$ cat src/logic/mref_pkg.sv
// Overview of operation
// - reset leaves word mode, sixteen-bit operands
// - word, accum-scaled, index-scaled ops force word mode
// - timed force holds word mode for N instructions
// - word pointer: low fifteen address, top bit indirect
// - word direct: base page or P window
// - word indirect chains while pointer top bit set
// - word pointer from scratchpad or P window
// - word indexed: signed index plus offset 0-255
// - word postindexed: chain, then add index
// - scans always postindexed through base-page pointer
// - set-byte-mode enters persistent eight-bit byte mode
// - same opcodes; mode alone picks address kind
// - byte pointer: word address high, bit0 byte
// - byte indirect is exactly one pointer level
// - byte operands sit right-justified in register
// - listed word-only instructions ignore byte mode
// - byte direct: first 256 bytes or 512 following
// - byte pointer from scratchpad or P window
// - byte indexed: index plus base 0-255
// - byte postindexed: scratchpad pointer plus index
// - add sums operand into accumulator, sets overflow
// - subtract takes operand from accumulator, sets overflow
// - base page is lowest 256 words
// - byte operand zero-extended before arithmetic
// - overflow when carry into and out of bit15 differ
package mref_pkg;

  // ****************************************************************
  // register map, byte offsets on the avalon slave
  // ****************************************************************
  localparam logic [4:0] REG_INSTR  = 5'h00;  // write starts an instruction
  localparam logic [4:0] REG_PC     = 5'h04;  // program counter
  localparam logic [4:0] REG_XREG   = 5'h08;  // index register
  localparam logic [4:0] REG_ACC    = 5'h0C;  // accumulator
  localparam logic [4:0] REG_STATUS = 5'h10;  // state, write 1 to bit3 clears overflow
  localparam logic [4:0] REG_EADDR  = 5'h14;  // last effective address
  localparam logic [4:0] REG_OPND   = 5'h18;  // last operand fetched

  // ****************************************************************
  // field positions and constants
  // ****************************************************************
  localparam int         STAT_OVF_BIT = 3;      // overflow clear bit in status
  localparam logic [7:0] BASE_PAGE_HI = 8'h00;  // base page: lowest 256 words
  localparam logic [7:0] BYTE_ZERO    = 8'h00;  // upper half of a byte operand

  // ****************************************************************
  // types
  // ****************************************************************
  typedef enum logic [3:0] {
    OP_MEMREF   = 4'h0,  // plain memory reference, operand fetch only
    OP_ADD      = 4'h1,
    OP_SUB      = 4'h2,
    OP_WSEL     = 4'h3,  // select_word_mode_op
    OP_TFRC     = 4'h4,  // timed_word_force_op, count in disp
    OP_ASCL     = 4'h5,  // accum_scaled_mode_op
    OP_XSCL     = 4'h6,  // index_scaled_mode_op
    OP_BSET     = 4'h7,  // set_byte_mode_op
    OP_SCANW    = 4'h8,  // scan_word_op
    OP_SCANB    = 4'h9,  // scan_byte_op
    OP_WORDONLY = 4'hA   // increment_skip_op, jump_store_op and the rest
  } op_t;

  typedef enum logic [1:0] {
    AM_DIRECT = 2'h0,
    AM_IND    = 2'h1,
    AM_INDEX  = 2'h2,
    AM_POSTIX = 2'h3
  } amode_t;

  typedef struct packed {
    op_t        op;     // [15:12]
    logic       back;   // [11] P-relative backwards, byte direct offset bit 8
    logic       relP;   // [10] P-relative rather than base page
    amode_t     amode;  // [9:8]
    logic [7:0] disp;   // [7:0]
  } instr_t;

  typedef struct packed {
    logic [7:0] forceCnt;  // [15:8]
    logic [3:0] rsvd;      // [7:4] read as zero
    logic       overflow;  // [3]
    logic       byteEff;   // [2] byte mode in force now
    logic       byteMode;  // [1] established mode
    logic       busy;      // [0]
  } status_t;

endpackage : mref_pkg

$ cat src/logic/memory_ref_address_unit.sv
`timescale 1ns/100ps
module memory_ref_address_unit (
  // clock and reset
  input  wire logic                  mclk,
  input  wire logic                  rst_b,
  // avalon-mm slave
  input  wire logic [4:0]            address,
  input  wire logic                  read,
  input  wire logic                  write,
  input  wire logic [31:0]           writedata,
  input  wire logic [3:0]            byteenable,
  output logic      [31:0]           readdata,
  output logic                       waitrequest,
  // main memory read port, word addressed
  output logic                       memRead,
  output logic      [14:0]           memAddr,
  input  wire logic [15:0]           memRdata,
  input  wire logic                  memValid
);
  import mref_pkg::*;

  // ****************************************************************
  // state and storage
  // ****************************************************************
  typedef enum logic [2:0] {
    S_IDLE = 3'b001,  // waiting for an instruction
    S_PTR  = 3'b010,  // pointer fetch outstanding
    S_OPND = 3'b100   // operand fetch outstanding
  } state_t;

  state_t      state_q;                  // sequencer
  instr_t      instr_q;                  // instruction in flight
  logic        byteOp_q;                 // this instruction uses byte addresses
  logic        byteMode_q;               // established mode
  logic [7:0]  forceCnt_q;               // instructions left under timed force
  logic [15:0] pc_q, x_q, acc_q;         // software visible registers
  logic [15:0] ea_q;                     // effective address
  logic [15:0] opnd_q;                   // operand fetched
  logic        ovf_q;                    // overflow_flag
  logic        wait_q;                   // bus answer pacing
  logic [31:0] rdata_q;                  // bus read data
  logic        memRead_q;                // memory request
  logic [14:0] memAddr_q;                // memory word address

  // bus decode
  logic        acc_go;                   // access takes effect this edge
  logic        wrInstr, wrStat;          // register write strokes
  logic [15:0] wmask;                    // byte lanes of the low half
  assign acc_go  = (read | write) & ~wait_q;
  assign wrInstr = acc_go & write & (address == REG_INSTR);
  assign wrStat  = acc_go & write & (address == REG_STATUS);
  assign wmask   = {{8{byteenable[1]}}, {8{byteenable[0]}}};

  // decode of a freshly written instruction
  instr_t      newI;                     // written descriptor
  logic        isMode;                   // mode control, no memory
  logic        isScan;                   // scan forces postindexed addressing
  logic        byteNew;                  // byte address kind for it
  logic        start;                    // accepted only when idle
  amode_t      am;                       // addressing after scan override
  logic        rel;                      // P-relative after override
  assign newI    = instr_t'(writedata[15:0]);
  assign start   = wrInstr & (state_q == S_IDLE);
  assign isMode  = newI.op inside {OP_WSEL, OP_TFRC, OP_ASCL, OP_XSCL, OP_BSET};
  assign isScan  = newI.op inside {OP_SCANW, OP_SCANB};
  assign am      = isScan ? AM_POSTIX : newI.amode;
  assign rel     = (isScan || am == AM_POSTIX) ? 1'b0 : newI.relP;
  // the mode alone picks word or byte; word-only ops ignore byte mode
  assign byteNew = byteMode_q && (forceCnt_q == 8'h00)
                   && (newI.op != OP_WORDONLY);

  // ****************************************************************
  // address arithmetic helpers
  // ****************************************************************
  // word location of a direct operand or pointer: base page or P window
  function automatic logic [14:0] wordLoc(input logic [15:0] pc, input instr_t i,
                                          input logic r);
    if (!r) return {BASE_PAGE_HI[6:0], i.disp};
    else if (i.back) return 15'(pc - 16'(i.disp));
    else return 15'(pc + 16'h0001 + 16'(i.disp));
  endfunction : wordLoc

  // 17-bit sum: carry out of bit15 and carry into bit15 give overflow
  function automatic logic [16:0] addSub(input logic [15:0] a, input logic [15:0] b,
                                         input logic sub);
    logic [15:0] bb;
    logic [16:0] s;
    logic [15:0] lo;
    bb = sub ? ~b : b;
    s  = {1'b0, a} + {1'b0, bb} + {16'h0000, sub};
    lo = {1'b0, a[14:0]} + {1'b0, bb[14:0]} + {15'h0000, sub};
    return {s[16] ^ lo[15], s[15:0]};
  endfunction : addSub

  logic [14:0] locNew;                   // pointer or direct word location
  logic [15:0] byteDirect;               // byte direct address
  assign locNew     = wordLoc(pc_q, newI, rel);
  assign byteDirect = newI.relP
                    ? {pc_q[14:0] + 15'h0001, 1'b0} + {7'h00, newI.back, newI.disp}
                    : {8'h00, newI.disp};

  // pointer decode on return
  logic [15:0] ptrAdd;                   // pointer plus index where asked
  logic        postIx;                   // instruction adds index after pointer
  assign postIx = (instr_q.amode == AM_POSTIX);
  assign ptrAdd = byteOp_q
                ? memRdata + (postIx ? x_q : 16'h0000)
                : {1'b0, 15'(memRdata[14:0] + (postIx ? x_q[14:0] : 15'h0000))};

  // byte operand, zero extended; bit0 clear picks the upper byte
  logic [15:0] opVal;
  assign opVal = !byteOp_q ? memRdata
               : (ea_q[0] ? {BYTE_ZERO, memRdata[7:0]}
                          : {BYTE_ZERO, memRdata[15:8]});

  logic [16:0] alu;                      // {overflow, sum}
  assign alu = addSub(acc_q, opVal, instr_q.op == OP_SUB);

  // ****************************************************************
  // sequencer and memory requests
  // ****************************************************************
  // one outstanding read at a time; a pointer chain can run without bound
  always_ff @(posedge mclk or negedge rst_b) begin
    if (!rst_b) begin
      state_q   <= S_IDLE;
      instr_q   <= instr_t'(16'h0000);
      byteOp_q  <= 1'b0;
      ea_q      <= 16'h0000;
      opnd_q    <= 16'h0000;
      memRead_q <= 1'b0;
      memAddr_q <= 15'h0000;
    end else begin
      unique case (state_q)
        S_IDLE: begin
          if (start && !isMode) begin
            instr_q  <= instr_t'({newI.op, newI.back, rel, am, newI.disp});
            byteOp_q <= byteNew;
            unique case (am)
              AM_DIRECT: begin
                // direct goes straight to the operand
                ea_q      <= byteNew ? byteDirect : {1'b0, locNew};
                memAddr_q <= byteNew ? byteDirect[15:1] : locNew;
                memRead_q <= 1'b1;
                state_q   <= S_OPND;
              end
              AM_INDEX: begin
                // index counts bytes in byte mode, words otherwise
                ea_q      <= byteNew ? x_q + 16'(newI.disp)
                                     : {1'b0, 15'(x_q + 16'(newI.disp))};
                memAddr_q <= byteNew ? 15'((x_q + 16'(newI.disp)) >> 1)
                                     : 15'(x_q + 16'(newI.disp));
                memRead_q <= 1'b1;
                state_q   <= S_OPND;
              end
              default: begin
                // indirect forms fetch a pointer first
                memAddr_q <= locNew;
                memRead_q <= 1'b1;
                state_q   <= S_PTR;
              end
            endcase
          end
        end
        S_PTR: begin
          if (memValid) begin
            if (!byteOp_q && memRdata[15]) begin
              memAddr_q <= memRdata[14:0];
            end else begin
              // byte pointers are never chained, all sixteen bits address
              ea_q      <= ptrAdd;
              memAddr_q <= byteOp_q ? ptrAdd[15:1] : ptrAdd[14:0];
              state_q   <= S_OPND;
            end
          end
        end
        S_OPND: begin
          if (memValid) begin
            opnd_q    <= opVal;
            memRead_q <= 1'b0;
            state_q   <= S_IDLE;
          end
        end
      endcase
    end
  end

  // ****************************************************************
  // word / byte mode state
  // ****************************************************************
  // the timed force leaves byteMode_q alone so the old mode comes back
  always_ff @(posedge mclk or negedge rst_b) begin
    if (!rst_b) begin
      byteMode_q <= 1'b0;
      forceCnt_q <= 8'h00;
    end else if (start) begin
      unique case (newI.op)
        OP_WSEL, OP_ASCL, OP_XSCL: begin
          byteMode_q <= 1'b0;
          forceCnt_q <= 8'h00;
        end
        OP_TFRC: forceCnt_q <= newI.disp;
        OP_BSET: begin
          byteMode_q <= 1'b1;
          if (forceCnt_q != 8'h00) forceCnt_q <= forceCnt_q - 8'h01;
        end
        default: if (forceCnt_q != 8'h00) forceCnt_q <= forceCnt_q - 8'h01;
      endcase
    end
  end

  // ****************************************************************
  // software registers and arithmetic
  // ****************************************************************
  // hardware result wins over a software write of the accumulator
  always_ff @(posedge mclk or negedge rst_b) begin
    if (!rst_b) begin
      pc_q  <= 16'h0000;
      x_q   <= 16'h0000;
      acc_q <= 16'h0000;
    end else begin
      if (acc_go && write && address == REG_PC)
        pc_q <= (pc_q & ~wmask) | (writedata[15:0] & wmask);
      if (acc_go && write && address == REG_XREG)
        x_q <= (x_q & ~wmask) | (writedata[15:0] & wmask);
      if (state_q == S_OPND && memValid && instr_q.op inside {OP_ADD, OP_SUB})
        acc_q <= alu[15:0];
      else if (acc_go && write && address == REG_ACC)
        acc_q <= (acc_q & ~wmask) | (writedata[15:0] & wmask);
    end
  end

  // overflow: a set in the clearing cycle wins
  logic ovfSet;
  assign ovfSet = state_q == S_OPND && memValid
                  && instr_q.op inside {OP_ADD, OP_SUB} && alu[16];
  always_ff @(posedge mclk or negedge rst_b) begin
    if (!rst_b) ovf_q <= 1'b0;
    else if (ovfSet) ovf_q <= 1'b1;
    else if (wrStat && byteenable[0] && writedata[STAT_OVF_BIT]) ovf_q <= 1'b0;
  end

  // ****************************************************************
  // avalon answer: one wait cycle, then data stands
  // ****************************************************************
  status_t stat;
  assign stat = '{forceCnt: forceCnt_q, rsvd: 4'h0, overflow: ovf_q,
                  byteEff: byteMode_q && forceCnt_q == 8'h00,
                  byteMode: byteMode_q, busy: state_q != S_IDLE};

  always_ff @(posedge mclk or negedge rst_b) begin
    if (!rst_b) begin
      wait_q  <= 1'b1;
      rdata_q <= 32'h0000_0000;
    end else begin
      wait_q <= !((read | write) && wait_q);
      if (read && wait_q) begin
        // unmapped offsets read as zero
        unique case (address)
          REG_INSTR:  rdata_q <= {16'h0000, instr_q};
          REG_PC:     rdata_q <= {16'h0000, pc_q};
          REG_XREG:   rdata_q <= {16'h0000, x_q};
          REG_ACC:    rdata_q <= {16'h0000, acc_q};
          REG_STATUS: rdata_q <= {16'h0000, stat};
          REG_EADDR:  rdata_q <= {16'h0000, ea_q};
          REG_OPND:   rdata_q <= {16'h0000, opnd_q};
          default:    rdata_q <= 32'h0000_0000;
        endcase
      end
    end
  end

  assign readdata    = rdata_q;
  assign waitrequest = wait_q;
  assign memRead     = memRead_q;
  assign memAddr     = memAddr_q;
endmodule : memory_ref_address_unit

$ cat config.mk
export PLATFORM = sky130hd
export DESIGN_NAME = memory_ref_address_unit
export DESIGN_NICKNAME = d
export VERILOG_FILES = /design/src/logic/mref_pkg.sv /design/src/logic/memory_ref_address_unit.sv
export SDC_FILE = /design/constraint.sdc
export NUM_CORES = 1
export LEC_CHECK = 0
export ABC_AREA = 1
export BUFFER_PORTS_ARGS = -buffer_cell sky130_fd_sc_hd__buf_2
export CAP_MARGIN = 20
export CORE_MARGIN = 1
export CORE_UTILIZATION = 25
export CTS_CLUSTER_DIAMETER = 60
export DETAILED_ROUTE_END_ITERATION = 12
export PLACE_DENSITY = 0.5
export SYNTH_ARGS = -nofsm -noshare
export SYNTH_HDL_FRONTEND = slang
export SYNTH_SLANG_ARGS = --single-unit
export TNS_END_PERCENT = 1
$ cat constraint.sdc
create_clock -name mclk -period 6.55 [get_ports mclk]
set_input_delay 1.6375 -clock mclk [delete_from_list [all_inputs] [get_ports mclk]]
set_output_delay 1.6375 -clock mclk [all_outputs]
set_load 0.02 [all_outputs]
### After elaboration in Yosys (flattened, before gate mapping)

Cells that the tools add are included.

* register bits: 159
* bits of input ports: 62
* output and inout bits: 49
* logic and storage cells: 162

* add/sub/neg operators: 13
* equal/unequal tests: 28
* mux-type cells: 43
* bitwise operators: 17
* reductions and logical operators: 42

Operators by type and width (count)
* 16-bit 2-to-1 mux: 12
* 15-bit 2-to-1 mux: 9
* 16-bit case mux with 7 select lines: 1
* 16-bit bitwise AND: 4
* 16-bit case mux with 2 select lines: 2
* 15-bit case mux with 2 select lines: 2
* 16-bit bitwise OR: 3
* 16-bit inverter: 2
* 15-bit by 1-bit adder with 15-bit output (second input constant): 2
* 16-bit by 16-bit adder with 17-bit output: 1
* 17-bit by 1-bit adder with 17-bit output: 1
* 15-bit by 15-bit adder with 16-bit output: 1
* 16-bit by 1-bit adder with 16-bit output: 1
* 16-bit adder: 1
* 16-bit by 8-bit adder with 16-bit output: 1
* 16-bit by 9-bit adder with 16-bit output: 1
* 4-bit by 3-bit == test with 1-bit output (second input constant): 4
* 8-bit 2-to-1 mux: 2
* 8-bit case mux with 2 select lines: 1
* 15-bit adder: 1
* 15-bit by 8-bit adder with 15-bit output: 1
* 5-bit == test (second input constant): 3
* 1-bit logical AND: 15
* 3-bit 2-to-1 mux: 5
* 38 further kinds: 67

### Longest topological paths before layout

* word-level depth: 11
* mapped depth: 21
* mapped depth without buffers: 21

### Worst setup path after synthesis

No wires, ideal clock.

* path kind: in2reg
* start: input memRdata[9]
* end: register (tool-made name)
* setup time: 0.065 ns
* arrival: 3.803 ns
* data required time: 6.485 ns
* path slack: 2.682 ns
* cell stages on the path: 17
* buffers on the path: 0
* cells stage by stage: inv_1 > o21ai_0 > xnor2_1 > inv_1 > fa_1 > inv_1 > nand3_1 > nand2_1 > a21oi_1 > o21ai_0 > nand2_1 > nand2_1 > a21oi_1 > or2_2 > nand3_1 > o221ai_1 > inv_1

RTL lines
* from (decl): RTL line memory_ref_address_unit.sv:17 `input wire logic [15:0] memRdata,`

### Worst setup path after layout

* start: input writedata[13]
* end: register memAddr_q[4] (netlist: memAddr[4])

* word-level cells in the longest chain between the ends: 11
* elaborated cells between the ends (all ways): 27
* those cells by class: 11 x eq/ne; 8 x mux; 8 x reduce/logical

RTL lines
* from (decl): RTL line memory_ref_address_unit.sv:10 `input wire logic [31:0] writedata,`
* 4-bit == test: RTL line memory_ref_address_unit.sv:65 `assign isScan = newI.op inside {OP_SCANW, OP_SCANB};`
* 2-bit nonzero test: RTL line memory_ref_address_unit.sv:65
* 2-bit 2-to-1 mux: RTL line memory_ref_address_unit.sv:66 `assign am = isScan ? AM_POSTIX : newI.amode;`
* 2-bit == test: RTL line memory_ref_address_unit.sv:67 `assign rel = (isScan || am == AM_POSTIX) ? 1'b0 : newI.relP;`
* 1-bit logical OR: RTL line memory_ref_address_unit.sv:67
* 1-bit 2-to-1 mux: RTL line memory_ref_address_unit.sv:67
* 15-bit 2-to-1 mux: RTL line memory_ref_address_unit.sv:78 `if (!r) return {BASE_PAGE_HI[6:0], i.disp};`
* 15-bit 2-to-1 mux: RTL line memory_ref_address_unit.sv:142 `memAddr_q <= byteNew ? byteDirect[15:1] : locNew;`
* 15-bit case mux with 2 select lines: RTL line memory_ref_address_unit.sv:138 `unique case (am)`
* 15-bit 2-to-1 mux: RTL line memory_ref_address_unit.sv:135 `if (start && !isMode) begin`
* 15-bit case mux with 2 select lines: RTL line memory_ref_address_unit.sv:133 `unique case (state_q)`
* to (signal assigned): RTL line memory_ref_address_unit.sv:142
* to (signal assigned): RTL line memory_ref_address_unit.sv:150 `memAddr_q <= byteNew ? 15'((x_q + 16'(newI.disp)) >> 1)`
* to (signal assigned): RTL line memory_ref_address_unit.sv:157 `memAddr_q <= locNew;`
* to (decl): RTL line memory_ref_address_unit.sv:43 `logic [14:0] memAddr_q;`

Parallel ways exist; a longest one is shown, timed or not. The select of a mux whose other input is x is not followed.
A chain may end at the register's enable or synchronous reset.

==> metrics.cfg <==
[sta]
finalClockSkew_ns = 0.01276
drv_slew = 0
clock.fmax_mhz = 241.3
hold_viol_final = 0
setup_tns_ns = 0
relSlewSlack_pct = 32.60
final.period_utilization_pct = 63.26
post-route-min-period_ns = 4.144
setup_viol = 0
rsz0062_at_grt = false
worst_slew_pin_slew_ns = 1.011

[yosys]
syn_area_sq_um = 12680
ys_seq_area_share_pct = 28.24
yosys-mux-area-fraction_pct = 0
synth_cells = 1892
synthXorXnorAreaFrac_pct = 3.730
synth_top_family_by_area = simple AND/OR/NAND/NOR gates
yosys-top-cells-area = dfrtp_1 28%, nand2_1 16%, o21ai_0 6.8%, inv_1 6.6%, ha_1 6.5%
ys_ff_latch = 143
ys.warnings.count = 0
synthArstFlopShare_pct = 100.0
synth_edf_count = 0
synth_fa_ha_area_share_pct = 7.460
ys.flop_type = dfrtp_1
synth_most_common_cell = nand2_1
synth_compound_gate_area_share_pct = 20.04
synth-simple-area-share_pct = 30.01
synth_top_area_share_pct = 27.83
synth_cell_types = 67
synth_common_cells = 534 x nand2_1, 223 x inv_1, 173 x o21ai_0
syn_area_per_cell_sq_um = 6.702
synth_top_cell_by_area = dfrtp_1

[floorplan]
io-pin-count = 111
die-area_sq_um = 51620
rows = 82
die_x_um = 227.2
core-area_sq_um = 50070
initial_core_util_pct = 25.32
fp.dieH_um = 227.2

[pwr]
power.leakage_nw = 6.950
ir_worst_vdd_v = 0.0001931
powerDensity_nw_per_um2 = 272.3

[status]
outcome = complete, but fails checks
violations = design-rule violations

[clock_tree]
cts_tree = done
clockBufferDepth = 2
cts.htree.levels = 4
clkLatencyLatePin_ns = 0.44
ctsResizeCount = 0
cts_setup_buffers = 0
clockRootBuffer = clkbuf_16
path_clk_slew_ns = 0.07
clock_sinks = 143
numCtsBuffers = 17
cts_hold_buf = 0

[worst_setup_path]
start_kind = primary input
worstReg2RegStart = instr_q[14]$_DFFE_PN0P_
cp.arrival_ns = 4.52
worstRegToRegCells = 17
worstPathMaxFanout = 21
endpoint_kind = flop
cp.required_ns = 6.93
r2r_slack_ns = 2.88
critPathKind = in2reg

[placed_design]
port_buffers = 76
hpwl_um = 42310
place_congestion = 0.9463
dp.cells = 2588

[flow_run]
drv_cap = 0

[drt]
drt_iter0_markers = 1320
drtAntennaViolNets = 0
first_pass_iters = 9
wl_per_cell_um = 20.40
drt_wl_total_um = 53440
via_per_inst = 5.068
via_count = 13279
drc = 1

[finish]
antenna_cells = 0
syn_to_final_growth_pct = 11.74
final_cells = 2620
fillers = 5627
drive_gt1_share_pct = 9.548
fin_nets = 2069

[global_route]
grt_pass1_vias = 12432
grt_overflow = 0
antenna_found_initial = 1
grt_max_degree = 102
grtUsageTotal_pct = 20.84
grt_pass1_wl_um = 79270

[min_path]
whs_path_depth = 1
hp-start = readdata[14]$_DFFE_PN0P_
min_to = readdata[14]$_DFFE_PN0P_
min_path_type = reg2reg

==> cell families after synthesis <==
family                     Yosys count
and+or+nand+nor                    877
AOI/OAI and AO/OA                  429
buffers and inverters              316
DFF                                143
adders and majority gates           72
xor gates and xnor gates            54
other                                1
==> report_power, final <==
group / internal [W] / total, W / switching (W)
Combinational: 0.000496 / 0.00162 / 0.00112
Sequential: 0.00110 / 0.00128 / 0.000186
Clock: 0.000509 / 0.000961 / 0.000452
==> metrics by stage <==
| step | setup slack [ns] | cell area, sq um | hold slack, ns | power [W] | utilization [%] |
|---|---|---|---|---|---|
| after detailed placement | 1.993 | 13610 | 0.4633 | 0.002890 | 27.18 |
| after global placement | 1.984 | 13610 | 0.4564 | 0.002883 | 27.18 |
| after CTS | 2.461 | 14170 | 0.4796 | 0.003866 | 28.30 |
| after global routing | 2.110 | 14170 | 0.4938 | 0.004115 | 28.30 |
| after floorplan | 2.682 | 12740 | 0.4419 | 0.002342 | - |
| final | 2.406 | 14170 | 0.4753 | 0.003858 | 28.30 |
==> how the worst max path moves through the flow <==
stage / startpoint / end / slack, ns / depth (start not counted)
2_1_floorplan: memRdata[9] / flop / 2.68 / 17
3_3_place_gp: memRdata[9] / flop / 1.98 / 18
3_5_place_dp: writedata[5] / memAddr[12]$_DFFE_PN0P_ / 1.99 / 14
4_1_cts: memRdata[9] / flop / 2.46 / 18
5_1_grt: memRdata[9] / flop / 2.11 / 18
6_report: writedata[13] / memAddr[4]$_DFFE_PN0P_ / 2.41 / 11
==> cell type report <==
type / instances / area [sq um] / share of cell area, %
Clock buffer: 19 / 442.9 / 3.126
Multi-Input combinational cell: 1448 / 7825 / 55.23
Tap cell: 672 / 840.8 / 5.934
Timing Repair Buffer: 85 / 454.2 / 3.206
Inverter: 240 / 908.4 / 6.411
Clock inverter: 13 / 116.4 / 0.8213
Sequential cell: 143 / 3581 / 25.27
==> critical path, cell delays in order <==
cell and delay (ns):
buf_2 0.16, inv_1 0.14, nand3_1 0.18, nand2_2 0.24, a21oi_2 0.87, inv_1 0.39, o21ai_0 0.38, nand2_1 0.13
a21oi_1 0.14, o211ai_1 0.13, nand2_1 0.10
==> layout by cell type (no fill, tap or decap), types with 21 or more instances in the layout <==
master    count
buf_2        75
inv_1       223
a21oi_1     102
nor2_1      127
ha_1         66
o21ai_0     173
o211ai_1     21
nand4_1      26
nand2_1     534
xor2_1       40
dfrtp_1     141
nand3_1     124
==> per-layer routing <==
| metal | part of all wire, % | GRT usage, % |
|---|---|---|
| met5 | 0 | 0 |
| met1 | 46 | 29.03 |
| met3 | 5.7 | 2.620 |
| met4 | 3.0 | 7.058 |
| met2 | 45 | 33.06 |
Note: power is estimated with default switching activity, not from simulation.
